`config.mk`:
```
export PLATFORM = sky130hd
export DESIGN_NAME = odt_pd_ctrl
export DESIGN_NICKNAME = d
export VERILOG_FILES = /design/src/rtl/odt_pd_pkg.sv /design/src/rtl/odt_delay_if.sv /design/src/rtl/odt_pd_ctrl.sv /design/src/rtl/odt_delay_line.sv
export VERILOG_INCLUDE_DIRS = /design/src /design/src/rtl
export SDC_FILE = /design/constraint.sdc
export NUM_CORES = 1
export LEC_CHECK = 0
export BUFFER_PORTS_ARGS = -buffer_cell sky130_fd_sc_hd__buf_2
export CORE_MARGIN = 3
export CORE_UTILIZATION = 33
export DETAILED_ROUTE_END_ITERATION = 8
export PLACE_DENSITY = 0.48
export REMOVE_ABC_BUFFERS = 1
export SLEW_MARGIN = 10
export SYNTH_ARGS = -nofsm -noshare
export SYNTH_HDL_FRONTEND = slang
export SYNTH_SLANG_ARGS = --single-unit
```
`constraint.sdc`:
```
create_clock -name clk -period 5.7 [get_ports clk]
set_input_delay 0.285 -clock clk [delete_from_list [all_inputs] [get_ports clk]]
set_output_delay 0.285 -clock clk [all_outputs]
set_load 0.1 [all_outputs]
```
`src/rtl/odt_pd_regs.svh`:
```
`ifndef ODT_PD_REGS_SVH
`define ODT_PD_REGS_SVH

// clock period and asynchronous termination delays, in picoseconds
`define ODT_CLK_PERIOD_PS   8000
`define ODT_ASYNC_MIN_PS    2000
`define ODT_ASYNC_MAX_PS    8500

// least time rounds up, longest time rounds down, never below one cycle
`define ODT_ASYNC_MIN_CYC \
  ((((`ODT_ASYNC_MIN_PS + `ODT_CLK_PERIOD_PS - 1) / `ODT_CLK_PERIOD_PS) < 1) \
   ? 1 : ((`ODT_ASYNC_MIN_PS + `ODT_CLK_PERIOD_PS - 1) / `ODT_CLK_PERIOD_PS))
`define ODT_ASYNC_MAX_CYC \
  (((`ODT_ASYNC_MAX_PS / `ODT_CLK_PERIOD_PS) < 1) \
   ? 1 : (`ODT_ASYNC_MAX_PS / `ODT_CLK_PERIOD_PS))

// synchronous latency is write latency minus this
`define ODT_SYNC_LAT_SUB    2
// entry/exit look-ahead is write latency minus this
`define ODT_LOOKAHEAD_SUB   1
// termination request must stay high this many cycles
`define ODT_MIN_HIGH_CYC    4
// mode register 0 bit that selects slow (frozen) exit in power-down
`define ODT_MR0_PD_DLL_BIT  12
// plain defaults for window lengths and write latency, in clock cycles
`define ODT_CMD_DELAY_CYC   1
`define ODT_EXIT_LOCK_CYC   10
`define ODT_REFRESH_CYC     64
`define ODT_WL_DEFAULT      5

`endif

```
`src/rtl/odt_pd_pkg.sv`:
```
package odt_pd_pkg;

  // gray-coded along active -> entry -> power-down -> exit -> active
  typedef enum logic [1:0] {
    ST_ACTIVE = 2'b00,
    ST_ENTRY  = 2'b01,
    ST_PD     = 2'b11,
    ST_EXIT   = 2'b10
  } pdState_t;

  typedef logic [3:0] latency_t;

endpackage

```
`src/rtl/odt_delay_if.sv`:
```
`timescale 1ns/1ns
`default_nettype none

interface odt_delay_if;
  logic                 odtIn;
  odt_pd_pkg::latency_t tapSel;
  logic                 delayed;

  modport src  (output odtIn, output tapSel, input delayed);
  modport line (input odtIn, input tapSel, output delayed);
endinterface

`default_nettype wire

```
`src/rtl/odt_pd_ctrl.sv`:
```
`timescale 1ns/1ns
`default_nettype none
`include "odt_pd_regs.svh"

module odt_pd_ctrl #(
  parameter int MAX_WL        = 16,
  parameter int CNT_W         = 8,
  parameter int CMD_DELAY_CYC = `ODT_CMD_DELAY_CYC,
  parameter int EXIT_LOCK_CYC = `ODT_EXIT_LOCK_CYC,
  parameter int REFRESH_CYC   = `ODT_REFRESH_CYC
) (
  // clock and reset
  input  wire logic                 clk,
  input  wire logic                 rst_n,
  // pins sampled at the clock edge
  input  wire logic                 cke,
  input  wire logic                 odt,
  // decoded commands and configuration
  input  wire logic                 refreshCmd,
  input  wire logic                 banksIdle,
  input  wire logic                 mr0PdDllFast,
  input  wire odt_pd_pkg::latency_t writeLatency,
  // termination and mode status
  output logic                      rttOn_q,
  output logic                      asyncMode_q,
  output logic                      windowOpen_q,
  output logic                      pdActive_q,
  output logic                      cmdRxEn_q,
  output logic                      odtRxEn_q
);
  import odt_pd_pkg::*;

  localparam int ASYNC_MIN = `ODT_ASYNC_MIN_CYC;
  localparam int ASYNC_MAX = `ODT_ASYNC_MAX_CYC;
  localparam logic [CNT_W-1:0] CMD_CNT  = CNT_W'(CMD_DELAY_CYC);
  localparam logic [CNT_W-1:0] EXIT_CNT = CNT_W'(EXIT_LOCK_CYC);
  localparam logic [CNT_W-1:0] REF_CNT  = CNT_W'(REFRESH_CYC);

  if (MAX_WL < 4 || MAX_WL > 16 || CMD_DELAY_CYC < 1 || EXIT_LOCK_CYC < 1 ||
      REFRESH_CYC < 1 || REFRESH_CYC >= (1 << CNT_W) ||
      EXIT_LOCK_CYC >= (1 << CNT_W) || CMD_DELAY_CYC >= (1 << CNT_W) ||
      ASYNC_MIN > ASYNC_MAX) begin : g_param_chk
    $error("odt_pd_ctrl: parameters out of range");
  end

  pdState_t         state_q, state_d;
  logic [CNT_W-1:0] winCnt_q, winCnt_d;
  logic [CNT_W-1:0] refCnt_q, refCnt_d;
  logic             ckePrev_q, ckePrev_d;
  logic             odtSmp_q, odtSmp_d;
  logic             frozen_q, frozen_d;
  logic             rttOn_d, asyncMode_d, windowOpen_d, pdActive_d;
  logic             cmdRxEn_d;
  logic             ckeFall, ckeRise;
  logic [CNT_W-1:0] cntLeft, entryLoad, refLeft;

  odt_delay_if dly ();

  odt_delay_line #(
    .DEPTH (MAX_WL)
  ) u_sync_delay (
    .clk   (clk),
    .rst_n (rst_n),
    .dl    (dly)
  );

  function automatic logic [CNT_W-1:0] maxCnt(input logic [CNT_W-1:0] a,
                                               input logic [CNT_W-1:0] b);
    maxCnt = (a > b) ? a : b;
  endfunction

  // request rides the clocked line; registered output adds the last cycle
  assign dly.odtIn  = odt;
  assign dly.tapSel = latency_t'(writeLatency -
                      latency_t'(`ODT_SYNC_LAT_SUB + 1));

  assign ckeFall   = ckePrev_q && !cke;
  assign ckeRise   = !ckePrev_q && cke;
  assign cntLeft   = (winCnt_q > 1) ? winCnt_q - 1'b1 : '0;
  // refresh cycles still due after this edge; a refresh now restarts them
  assign refLeft   = refreshCmd ? REF_CNT
                                : ((refCnt_q != '0) ? refCnt_q - 1'b1 : '0);
  // entry window lasts to the latest of command delay, refresh end and the window still running
  assign entryLoad = maxCnt(maxCnt(CMD_CNT, refLeft), cntLeft);

  // power-down state and window counter
  always_comb begin
    state_d   = state_q;
    winCnt_d  = cntLeft;
    ckePrev_d = cke;
    odtSmp_d  = odt;
    frozen_d  = frozen_q;
    refCnt_d  = refLeft;
    case (state_q)
      ST_ACTIVE: begin
        if (ckeFall) begin
          state_d  = ST_ENTRY;
          winCnt_d = entryLoad;
          // loop freezes only in precharge power-down with A12 low
          frozen_d = !mr0PdDllFast && banksIdle;
        end
      end
      ST_ENTRY: begin
        if (ckeRise) begin
          state_d  = ST_EXIT;
          winCnt_d = maxCnt(EXIT_CNT, cntLeft);
        end else if (winCnt_q <= 1) begin
          state_d = ST_PD;
        end
      end
      ST_PD: begin
        if (ckeRise) begin
          state_d  = ST_EXIT;
          winCnt_d = EXIT_CNT;
        end
      end
      ST_EXIT: begin
        if (ckeFall) begin
          state_d  = ST_ENTRY;
          winCnt_d = entryLoad;
          frozen_d = !mr0PdDllFast && banksIdle;
        end else if (winCnt_q <= 1) begin
          state_d = ST_ACTIVE;
        end
      end
      default: begin
        state_d = ST_ACTIVE;
      end
    endcase
  end

  // mode outputs derived from the next state so each leaves a flop; termination follows the current mode
  always_comb begin
    pdActive_d   = (state_d == ST_ENTRY) || (state_d == ST_PD);
    windowOpen_d = (state_d == ST_ENTRY) || (state_d == ST_EXIT);
    // async only while cke is low and the loop is frozen
    asyncMode_d  = pdActive_d && frozen_d;
    cmdRxEn_d    = !pdActive_d;
    // async uses the request sampled one edge back: no additive latency,
    // and the change lands one period after sampling, never at the edge
    rttOn_d      = asyncMode_q ? odtSmp_q : dly.delayed;
  end

  always_ff @(posedge clk or negedge rst_n) begin
    if (!rst_n) begin
      state_q      <= ST_ACTIVE;
      winCnt_q     <= '0;
      refCnt_q     <= '0;
      ckePrev_q    <= 1'b0;
      odtSmp_q     <= 1'b0;
      frozen_q     <= 1'b0;
      rttOn_q      <= 1'b0;
      asyncMode_q  <= 1'b0;
      windowOpen_q <= 1'b0;
      pdActive_q   <= 1'b0;
      cmdRxEn_q    <= 1'b0;
      odtRxEn_q    <= 1'b0;
    end else begin
      state_q      <= state_d;
      winCnt_q     <= winCnt_d;
      refCnt_q     <= refCnt_d;
      ckePrev_q    <= ckePrev_d;
      odtSmp_q     <= odtSmp_d;
      frozen_q     <= frozen_d;
      rttOn_q      <= rttOn_d;
      asyncMode_q  <= asyncMode_d;
      windowOpen_q <= windowOpen_d;
      pdActive_q   <= pdActive_d;
      cmdRxEn_q    <= cmdRxEn_d;
      // the termination receiver is off only in reset, on at every edge after it
      odtRxEn_q    <= 1'b1;
    end
  end

  property p_async_on;
    @(posedge clk) disable iff (!rst_n)
    (asyncMode_q && odt) ##1 asyncMode_q |-> ##[ASYNC_MIN:ASYNC_MAX] rttOn_q;
  endproperty
  a_async_on: assert property (p_async_on)
    else $error("async termination did not turn on in time");

  property p_async_off;
    @(posedge clk) disable iff (!rst_n)
    (asyncMode_q && !odt) ##1 asyncMode_q |-> ##[ASYNC_MIN:ASYNC_MAX] !rttOn_q;
  endproperty
  a_async_off: assert property (p_async_off)
    else $error("async termination did not turn off in time");

  property p_rx_alive;
    @(posedge clk) disable iff (!rst_n)
    pdActive_q |-> odtRxEn_q && !cmdRxEn_q;
  endproperty
  a_rx_alive: assert property (p_rx_alive)
    else $error("termination receiver off in power-down");

  property p_frozen_async;
    @(posedge clk) disable iff (!rst_n)
    (ckeFall && !mr0PdDllFast && banksIdle) |=> asyncMode_q;
  endproperty
  a_frozen_async: assert property (p_frozen_async)
    else $error("frozen power-down entry not in async mode");

  property p_sync_outside;
    @(posedge clk) disable iff (!rst_n)
    ((state_q == ST_ACTIVE || state_q == ST_EXIT) &&
     (!ckeFall || mr0PdDllFast || !banksIdle)) |=> !asyncMode_q;
  endproperty
  a_sync_outside: assert property (p_sync_outside)
    else $error("async mode outside frozen power-down");

  property p_entry_win;
    @(posedge clk) disable iff (!rst_n)
    (ckeFall && refCnt_q <= CMD_CNT && !refreshCmd && state_q == ST_ACTIVE &&
     CMD_DELAY_CYC == 1) |=> windowOpen_q ##1 (!windowOpen_q || $past(cke));
  endproperty
  a_entry_win: assert property (p_entry_win)
    else $error("entry window length wrong");

  property p_refresh_stretch;
    @(posedge clk) disable iff (!rst_n)
    (ckeFall && state_q == ST_ACTIVE && refCnt_q > CMD_CNT && !refreshCmd)
      |=> winCnt_q == $past(refCnt_q) - 1'b1;
  endproperty
  a_refresh_stretch: assert property (p_refresh_stretch)
    else $error("refresh did not stretch entry window");

  property p_exit_win;
    @(posedge clk) disable iff (!rst_n)
    (ckeRise && state_q == ST_PD) |=> windowOpen_q && !pdActive_q &&
      winCnt_q == EXIT_CNT;
  endproperty
  a_exit_win: assert property (p_exit_win)
    else $error("exit window not opened for locked-command delay");

  property p_sync_lat;
    @(posedge clk) disable iff (!rst_n)
    (!asyncMode_q && !$past(asyncMode_q) && writeLatency == 4'h5 &&
     $stable(writeLatency)) |-> ##1 rttOn_q == $past(odt, 4);
  endproperty
  a_sync_lat: assert property (p_sync_lat)
    else $error("sync latency not write latency minus two");

  c_entry:   cover property (@(posedge clk) disable iff (!rst_n)
    state_q == ST_ENTRY ##1 state_q == ST_PD);
  c_exit:    cover property (@(posedge clk) disable iff (!rst_n)
    state_q == ST_EXIT ##1 state_q == ST_ACTIVE);
  c_async:   cover property (@(posedge clk) disable iff (!rst_n)
    asyncMode_q && odt ##2 rttOn_q);
  c_overlap: cover property (@(posedge clk) disable iff (!rst_n)
    state_q == ST_ENTRY ##1 state_q == ST_EXIT);

endmodule

`default_nettype wire

```
`src/rtl/odt_delay_line.sv`:
```
`timescale 1ns/1ns
`default_nettype none

module odt_delay_line #(
  parameter int DEPTH = 16
) (
  // clock and reset
  input  wire logic clk,
  input  wire logic rst_n,
  // request in, tapped request out
  odt_delay_if.line dl
);
  import odt_pd_pkg::*;

  logic [DEPTH-1:0] stage_q;
  logic [DEPTH-1:0] stage_d;

  if (DEPTH < 2 || DEPTH > 16) begin : g_depth_chk
    $error("odt_delay_line: DEPTH must be 2..16");
  end

  // stage i holds the request sampled i+1 edges ago
  always_comb begin
    stage_d = {stage_q[DEPTH-2:0], dl.odtIn};
  end

  always_ff @(posedge clk or negedge rst_n) begin
    if (!rst_n) begin
      stage_q <= '0;
    end else begin
      stage_q <= stage_d;
    end
  end

  // tap beyond the line reads the oldest stage
  assign dl.delayed = (int'(dl.tapSel) < DEPTH) ? stage_q[dl.tapSel]
                                                : stage_q[DEPTH-1];

  property p_stage_shift;
    @(posedge clk) disable iff (!rst_n)
    $past(rst_n) |-> stage_q[0] == $past(dl.odtIn);
  endproperty
  a_stage_shift: assert property (p_stage_shift)
    else $error("delay line first stage lost the request");

endmodule

`default_nettype wire

```
# Yosys cells after proc, flatten, opt, wreduce, memory -nomap -nowiden
# Index checks and enable logic that the tools add are counted.
[totals]
inputBits = 11
output_inout_bits = 6
elab_cells = 63
ff_bits = 43
[op_classes]
add_sub_neg = 3
n_lt_le_gt_ge = 6
n_mux = 22
eq_ne = 6
n_reduce_logical = 13
[op_table]
columns = ["cell", "count"]
rows = [
  ["2-to-1 mux 8 bit", 9],
  ["case mux 8 bit (3 select lines)", 1],
  ["subtractor 8 x 1 -> 8 bit (second input constant)", 2],
  ["2-to-1 mux 2 bit", 6],
  ["equality test 2 bit (second input constant)", 4],
  ["> comparator 1 x 8 -> 1 bit (first input constant)", 1],
  ["> comparator 4 x 8 -> 1 bit (first input constant)", 1],
  ["> comparator 8 x 1 -> 1 bit (second input constant)", 1],
  ["> comparator 8 bit", 1],
  ["less-or-equal comparator 8 x 1 -> 1 bit (second input constant)", 1],
  ["case mux 2 bit (4 select lines)", 1],
  ["nonzero test 8 bit", 1],
  ["< comparator 4 x 5 -> 1 bit (second input constant)", 1],
  ["binary-select mux 1 bit (select 4 bit)", 1],
  ["equality test 2 x 1 -> 1 bit (second input constant)", 2],
  ["logical AND 1 bit", 4],
  ["logical NOT 1 bit", 4],
  ["2-to-1 mux 1 bit", 4],
  ["subtractor 4 x 2 -> 4 bit (second input constant)", 1],
  ["logical NOT 2 bit", 1],
  ["logical OR 1 bit", 2],
  ["OR reduction 2 bit", 1],
]

# Longest topological paths before layout
[logic_depth]
ltp_word = 9
mapped_depth = 15
ltp_nobuf = 14

# By module
# From an unflattened synthesis, not the netlist that was laid out.
[unflattened]
cells_unflattened = 213
area_unflattened_um2 = 2287.2
[by_module_without_submodules]
columns = ["mod", "cells_per_inst", "instances", "seq_area_each_um2", "area_per_inst_um2"]
rows = [
  ["odt_pd_ctrl", 190, 1, 650.6, 1751.7],
  ["odt_delay_line", 23, 1, 400.4, 535.5],
]

# Worst setup path after synthesis
# OpenSTA, ideal clock, no wires.
[synth_path]
path_type = "reg-to-reg"
from = "register refCnt_q[2]"
to = "register winCnt_q[3]"
path_stages_with_launch = 14
setup_time_ns = 0.126
t_arrival_ns = 3.036
synth_period_minus_slack_ns = 3.162
required_time_ns = 5.574
slack_ns = 2.538
path_buffers = 1
cell_sequence = "dfrtp_1 buf_6 or4_4 or4_1 a21oi_2 o41ai_2 inv_1 ha_1 nor2b_1 o211ai_1 a21oi_1 o21ai_2 mux2_2 o32a_1"
[synth_between]
elab_chain_cells = 9
word_cells_on_any_way = 10
cone_classes = "add/sub (1); order compare (2); mux (6); reduce/logical (1)"
[synth_rtl]
columns = ["element", "line", "text"]
rows = [
  ["from (decl)", "odt_pd_ctrl.sv:48", "logic [CNT_W-1:0] refCnt_q, refCnt_d;"],
  ["from (signal assigned)", "odt_pd_ctrl.sv:161", "refCnt_q <= refCnt_d;"],
  ["subtractor 8 x 1 -> 8 bit or nonzero test 8 bit (tied branches)", "odt_pd_ctrl.sv:82", ": ((refCnt_q != '0) ? refCnt_q - 1'b1 : '0);"],
  ["2-to-1 mux 8 bit *", "odt_pd_ctrl.sv:82", ""],
  ["2-to-1 mux 8 bit *", "odt_pd_ctrl.sv:81", "assign refLeft = refreshCmd ? REF_CNT"],
  ["via refCnt_d[5]", "odt_pd_ctrl.sv:48", ""],
  ["> comparator 1 x 8 -> 1 bit", "odt_pd_ctrl.sv:69", "maxCnt = (a > b) ? a : b;"],
  ["2-to-1 mux 8 bit *", "odt_pd_ctrl.sv:69", ""],
  ["> comparator 8 bit", "odt_pd_ctrl.sv:69", ""],
  ["2-to-1 mux 8 bit *", "odt_pd_ctrl.sv:69", ""],
  ["2-to-1 mux 8 bit *", "odt_pd_ctrl.sv:96, odt_pd_ctrl.sv:118", ""],
  ["case mux 8 bit (3 select lines) *", "odt_pd_ctrl.sv:94", "case (state_q)"],
  ["via winCnt_d[3]", "odt_pd_ctrl.sv:47", "logic [CNT_W-1:0] winCnt_q, winCnt_d;"],
  ["to (signal assigned)", "odt_pd_ctrl.sv:160", "winCnt_q <= winCnt_d;"],
  ["to (decl)", "odt_pd_ctrl.sv:47", ""],
]
# Mark *: on every way through the listed nets, which the timed path passes. The rest lies on a longest branch.

# Worst setup path after layout
# Ends and elaborated chain as after synthesis.

==> impl_metrics.csv <==
group,metric,value,unit
status,outcome,"complete, no violations",
clock_tree,tritoncts_num_sinks,41,
power_and_ir_drop,cellInternalPower,0.766,mW
clock_tree,htreeDepth,2,
clock_tree,tritoncts_clock_tree,"done",
routing,drt-wirelength-per-cell,15.0,um
logic_synthesis,synth_top_cells_by_area,"sky130_fd_sc_hd__dfrtp_1, sky130_fd_sc_hd__ha_1, sky130_fd_sc_hd__mux2i_1",
global_routing,overall_overflow_remaining_after_global_route,0,
setup_path,critPathLaunchType,"register",
cells_and_area,finalNetCount,254,
die,dieHeight,89.0,um
clock_tree,cts.clk_slew.worst_paths,80,ps
logic_synthesis,syn_avg_cell_area,10.7,um2
power_and_ir_drop,power-per-cell-area,537,mW/mm2
logic_synthesis,synth.largest_area_cell,"sky130_fd_sc_hd__dfrtp_1",
clock_tree,ctsLongestPathBuffers,2,
logic_synthesis,yosysMostFrequentCell,"sky130_fd_sc_hd__dfrtp_1",
timing,max_slew.worst_pin.slew,937,ps
timing,final_period_minus_worst_setup_slack,3460,ps
cells_and_area,post_route_cells_drive_above_1_share,0.183,
timing,timing.final.max_slew_violations,0,
logic_synthesis,ys_async_sr_fraction,1.00,
global_routing,via_count_of_the_first_global_routing_pass,1626,
logic_synthesis,synth_cells,213,
timing,slew-limit-headroom,0.375,
logic_synthesis,mappedNetlistArea,0.00227,mm2
timing,fin_worst_skew,10.1,ps
power_and_ir_drop,clock_power_share,0.163,
timing,finalSetupViolCount,0,
routing,drt_pass1_iterations,4,
power_and_ir_drop,power.net_switching,0.589,mW
logic_synthesis,synthFlopType,"sky130_fd_sc_hd__dfrtp_1",
timing,grt_setup_unrepaired,"false",
setup_path,timing.setup.critical_path_class,"register to register",
job,drv_cap,0,
timing,report.final.hold_viol_count,0,
routing,detail_route.drc_violations,0,
clock_tree,clk_root_buffer_cell,"sky130_fd_sc_hd__clkbuf_8",
timing,fin_tns_setup,0,ps
power_and_ir_drop,p_leak,1.15,nW
routing,mean_number_of_vias_per_cell,5.20,
routing,vias,1596,
setup_path,register_to_register_path_depth,12,
placed_design,dp_cells,300,
die,std_cell_rows,29,
setup_path,crit_arrival,3630,ps
routing,wirelength,4.59,mm
timing,final_min_period_over_clock_period,0.607,
logic_synthesis,synth_seq_cells,41,
timing,max_freq,0.289,GHz
power_and_ir_drop,switching_share,0.435,
die,design.die.area,0.00792,mm2
worst_hold_path,number_of_cells_traversed_by_the_worst_hold_path,1,
routing,final_antenna_net_count,0,
die,die_w,89.0,um
cells_and_area,fillCellCount,629,
logic_synthesis,synth_top_area_share,0.452,
clock_tree,post_cts_buffers,0,
logic_synthesis,synth-edff-count,0,
logic_synthesis,synth-seq-area-share,0.452,
die,fp.coreArea,0.00649,mm2
cells_and_area,areaGrowthSynthToFinish,11.0,%
power_and_ir_drop,irDropWorstVdd,0.000234,V
power_and_ir_drop,combPwrFrac,0.515,
placed_design,dp_hpwl,3.49,mm
clock_tree,cts_made_buffers,5,
power_and_ir_drop,share_seq_of_total_power,0.322,
placed_design,routabilityCongestion,0.802,
cells_and_area,post_layout_instance_count_excluding_filler_cells,307,
global_routing,grt_max_degree,42,
die,floorplan.initialDensity,0.350,
setup_path,nature_of_the_critical_path_endpoint,"register",
placed_design,placedInstanceArea,0.00242,mm2
clock_tree,insertion_delay,280,ps
logic_synthesis,synth_top_cells_by_count,"sky130_fd_sc_hd__dfrtp_1, sky130_fd_sc_hd__inv_1, sky130_fd_sc_hd__nor2_1",
cells_and_area,final_util,0.388,
die,boundary_pin_count,17,
global_routing,groute.usage.overall,0.132,
global_routing,global_route_wire_length_before_repair,7.96,mm
worst_hold_path,hold_path_class,"primary input to register",
logic_synthesis,yosys_warnings,0,
clock_tree,cts-resized-gates,0,
setup_path,crit_path_max_fanout,9,
global_routing,antenna_found_initial,0,
clock_tree,post_cts_hold_buffer_count,0,
cells_and_area,postLayoutCellArea,0.00252,mm2
routing,detail_route.iter0.violations,66,
cells_and_area,insertedDiodeCount,0,
placed_design,place.port_buffers,16,
logic_synthesis,distinct_cells_synth,52,
timing,timing.hold.ws,114,ps
setup_path,worstPathRequired,5870,ps
## registers in the layout (all words and copies together), names as in the netlist
register	count
odtRxEn_q	1
ckePrev_q	1
rttOn_q	1
windowOpen_q	1
state_q	2
frozen_q	1
asyncMode_q	1
winCnt_q	8
u_sync_delay.stage_q	16
refCnt_q	8
cmdRxEn_q	1
## cells by family after synthesis
kind of cell / share of synthesized area
AND/OR/NAND/NOR: 0.144
AO/OA/AOI/OAI: 0.156
flip-flops: 0.452
buffers and inverters: 0.0468
multiplexers: 0.0942
adder cells (fa/ha/maj): 0.0716
XOR/XNOR: 0.0347
other: 0.00165
## final cells by class
class / instances / area, um2 / area share
Multi-Input combinational cell: 146 / 1140 / 0.452
Clock buffer: 5 / 68.8 / 0.0273
Tap cell: 77 / 96.3 / 0.0382
Sequential cell: 41 / 1030 / 0.407
Clock inverter: 2 / 35.0 / 0.0139
Inverter: 20 / 75.1 / 0.0298
Timing Repair Buffer: 16 / 80.1 / 0.0318
## worst max-delay path, cell delays in order (launching register included)
cell                       delay (ps)
sky130_fd_sc_hd__dfrtp_1          480
sky130_fd_sc_hd__or4_4            540
sky130_fd_sc_hd__or4_1            460
sky130_fd_sc_hd__a21oi_2          210
sky130_fd_sc_hd__o41ai_2          130
sky130_fd_sc_hd__inv_1             70
sky130_fd_sc_hd__ha_1             150
sky130_fd_sc_hd__nor2b_1           50
sky130_fd_sc_hd__o211ai_1         150
sky130_fd_sc_hd__a21oi_1           90
sky130_fd_sc_hd__o21ai_2          450
sky130_fd_sc_hd__mux2_2           400
sky130_fd_sc_hd__o32a_1           160
## through the flow
step / total power [mW] / setup slack (ps)
2_1_floorplan: 0.980 / 2550
3_3_place_gp: 1.14 / 2300
3_5_place_dp: 1.13 / 2270
4_1_cts: 1.36 / 2240
5_1_grt: 1.48 / 2020
6_report: 1.35 / 2240
## power by group through the flow
stage / Clock, mW / Combinational [mW] / Sequential [mW]
after detailed placement: 0 / 0.691 / 0.441
after global routing: 0.247 / 0.788 / 0.447
after CTS: 0.230 / 0.699 / 0.435
after global placement: 0 / 0.699 / 0.442
final: 0.221 / 0.698 / 0.436
after floorplan: 0 / 0.502 / 0.478
## final timing paths
kind	end	start	slack [ps]
setup / recovery	winCnt_q[3]$_DFF_PN0_	refCnt_q[2]$_DFF_PN0_	2240
hold / removal	u_sync_delay.stage_q[0]$_DFF_PN0_	odt	110
setup reg to reg	winCnt_q[3]$_DFF_PN0_	refCnt_q[2]$_DFF_PN0_	2240
hold reg to reg	u_sync_delay.stage_q[13]$_DFF_PN0_	u_sync_delay.stage_q[12]$_DFF_PN0_	380
max in group asynchronous	u_sync_delay.stage_q[8]$_DFF_PN0_	rst_n	4970
min in group asynchronous	refCnt_q[7]$_DFF_PN0_	rst_n	140
## layer usage
layer  wire [um]  vias to the layer above  share of wire  track usage
met5           0                        -              0            0
met4          53                        0          0.012       0.0338
met3         114                        4          0.025       0.0396
met2        2100                       15           0.46        0.200
met1        2320                      778           0.51        0.186
li1            -                      799              -            -
## cell usage in the layout, fill, tap and decap left out, types with 3 or more instances in the layout
| cell | count |
|---|---|
| sky130_fd_sc_hd__inv_1 | 19 |
| sky130_fd_sc_hd__dfrtp_1 | 41 |
| sky130_fd_sc_hd__mux2_2 | 3 |
| sky130_fd_sc_hd__a21oi_1 | 11 |
| sky130_fd_sc_hd__xnor2_1 | 6 |
| sky130_fd_sc_hd__nand2_1 | 13 |
| sky130_fd_sc_hd__nor2_1 | 17 |
| sky130_fd_sc_hd__nor3_1 | 6 |
| sky130_fd_sc_hd__mux2i_1 | 9 |
| sky130_fd_sc_hd__o21ai_0 | 4 |
| sky130_fd_sc_hd__xor2_1 | 3 |
| sky130_fd_sc_hd__clkbuf_8 | 5 |
| sky130_fd_sc_hd__nand2b_1 | 4 |
| sky130_fd_sc_hd__o22ai_1 | 6 |
| sky130_fd_sc_hd__ha_1 | 13 |
| sky130_fd_sc_hd__o21ai_1 | 3 |
| sky130_fd_sc_hd__mux4_2 | 4 |
| sky130_fd_sc_hd__buf_2 | 16 |
| sky130_fd_sc_hd__nor2b_1 | 3 |
(Power assumes the default switching activity.)
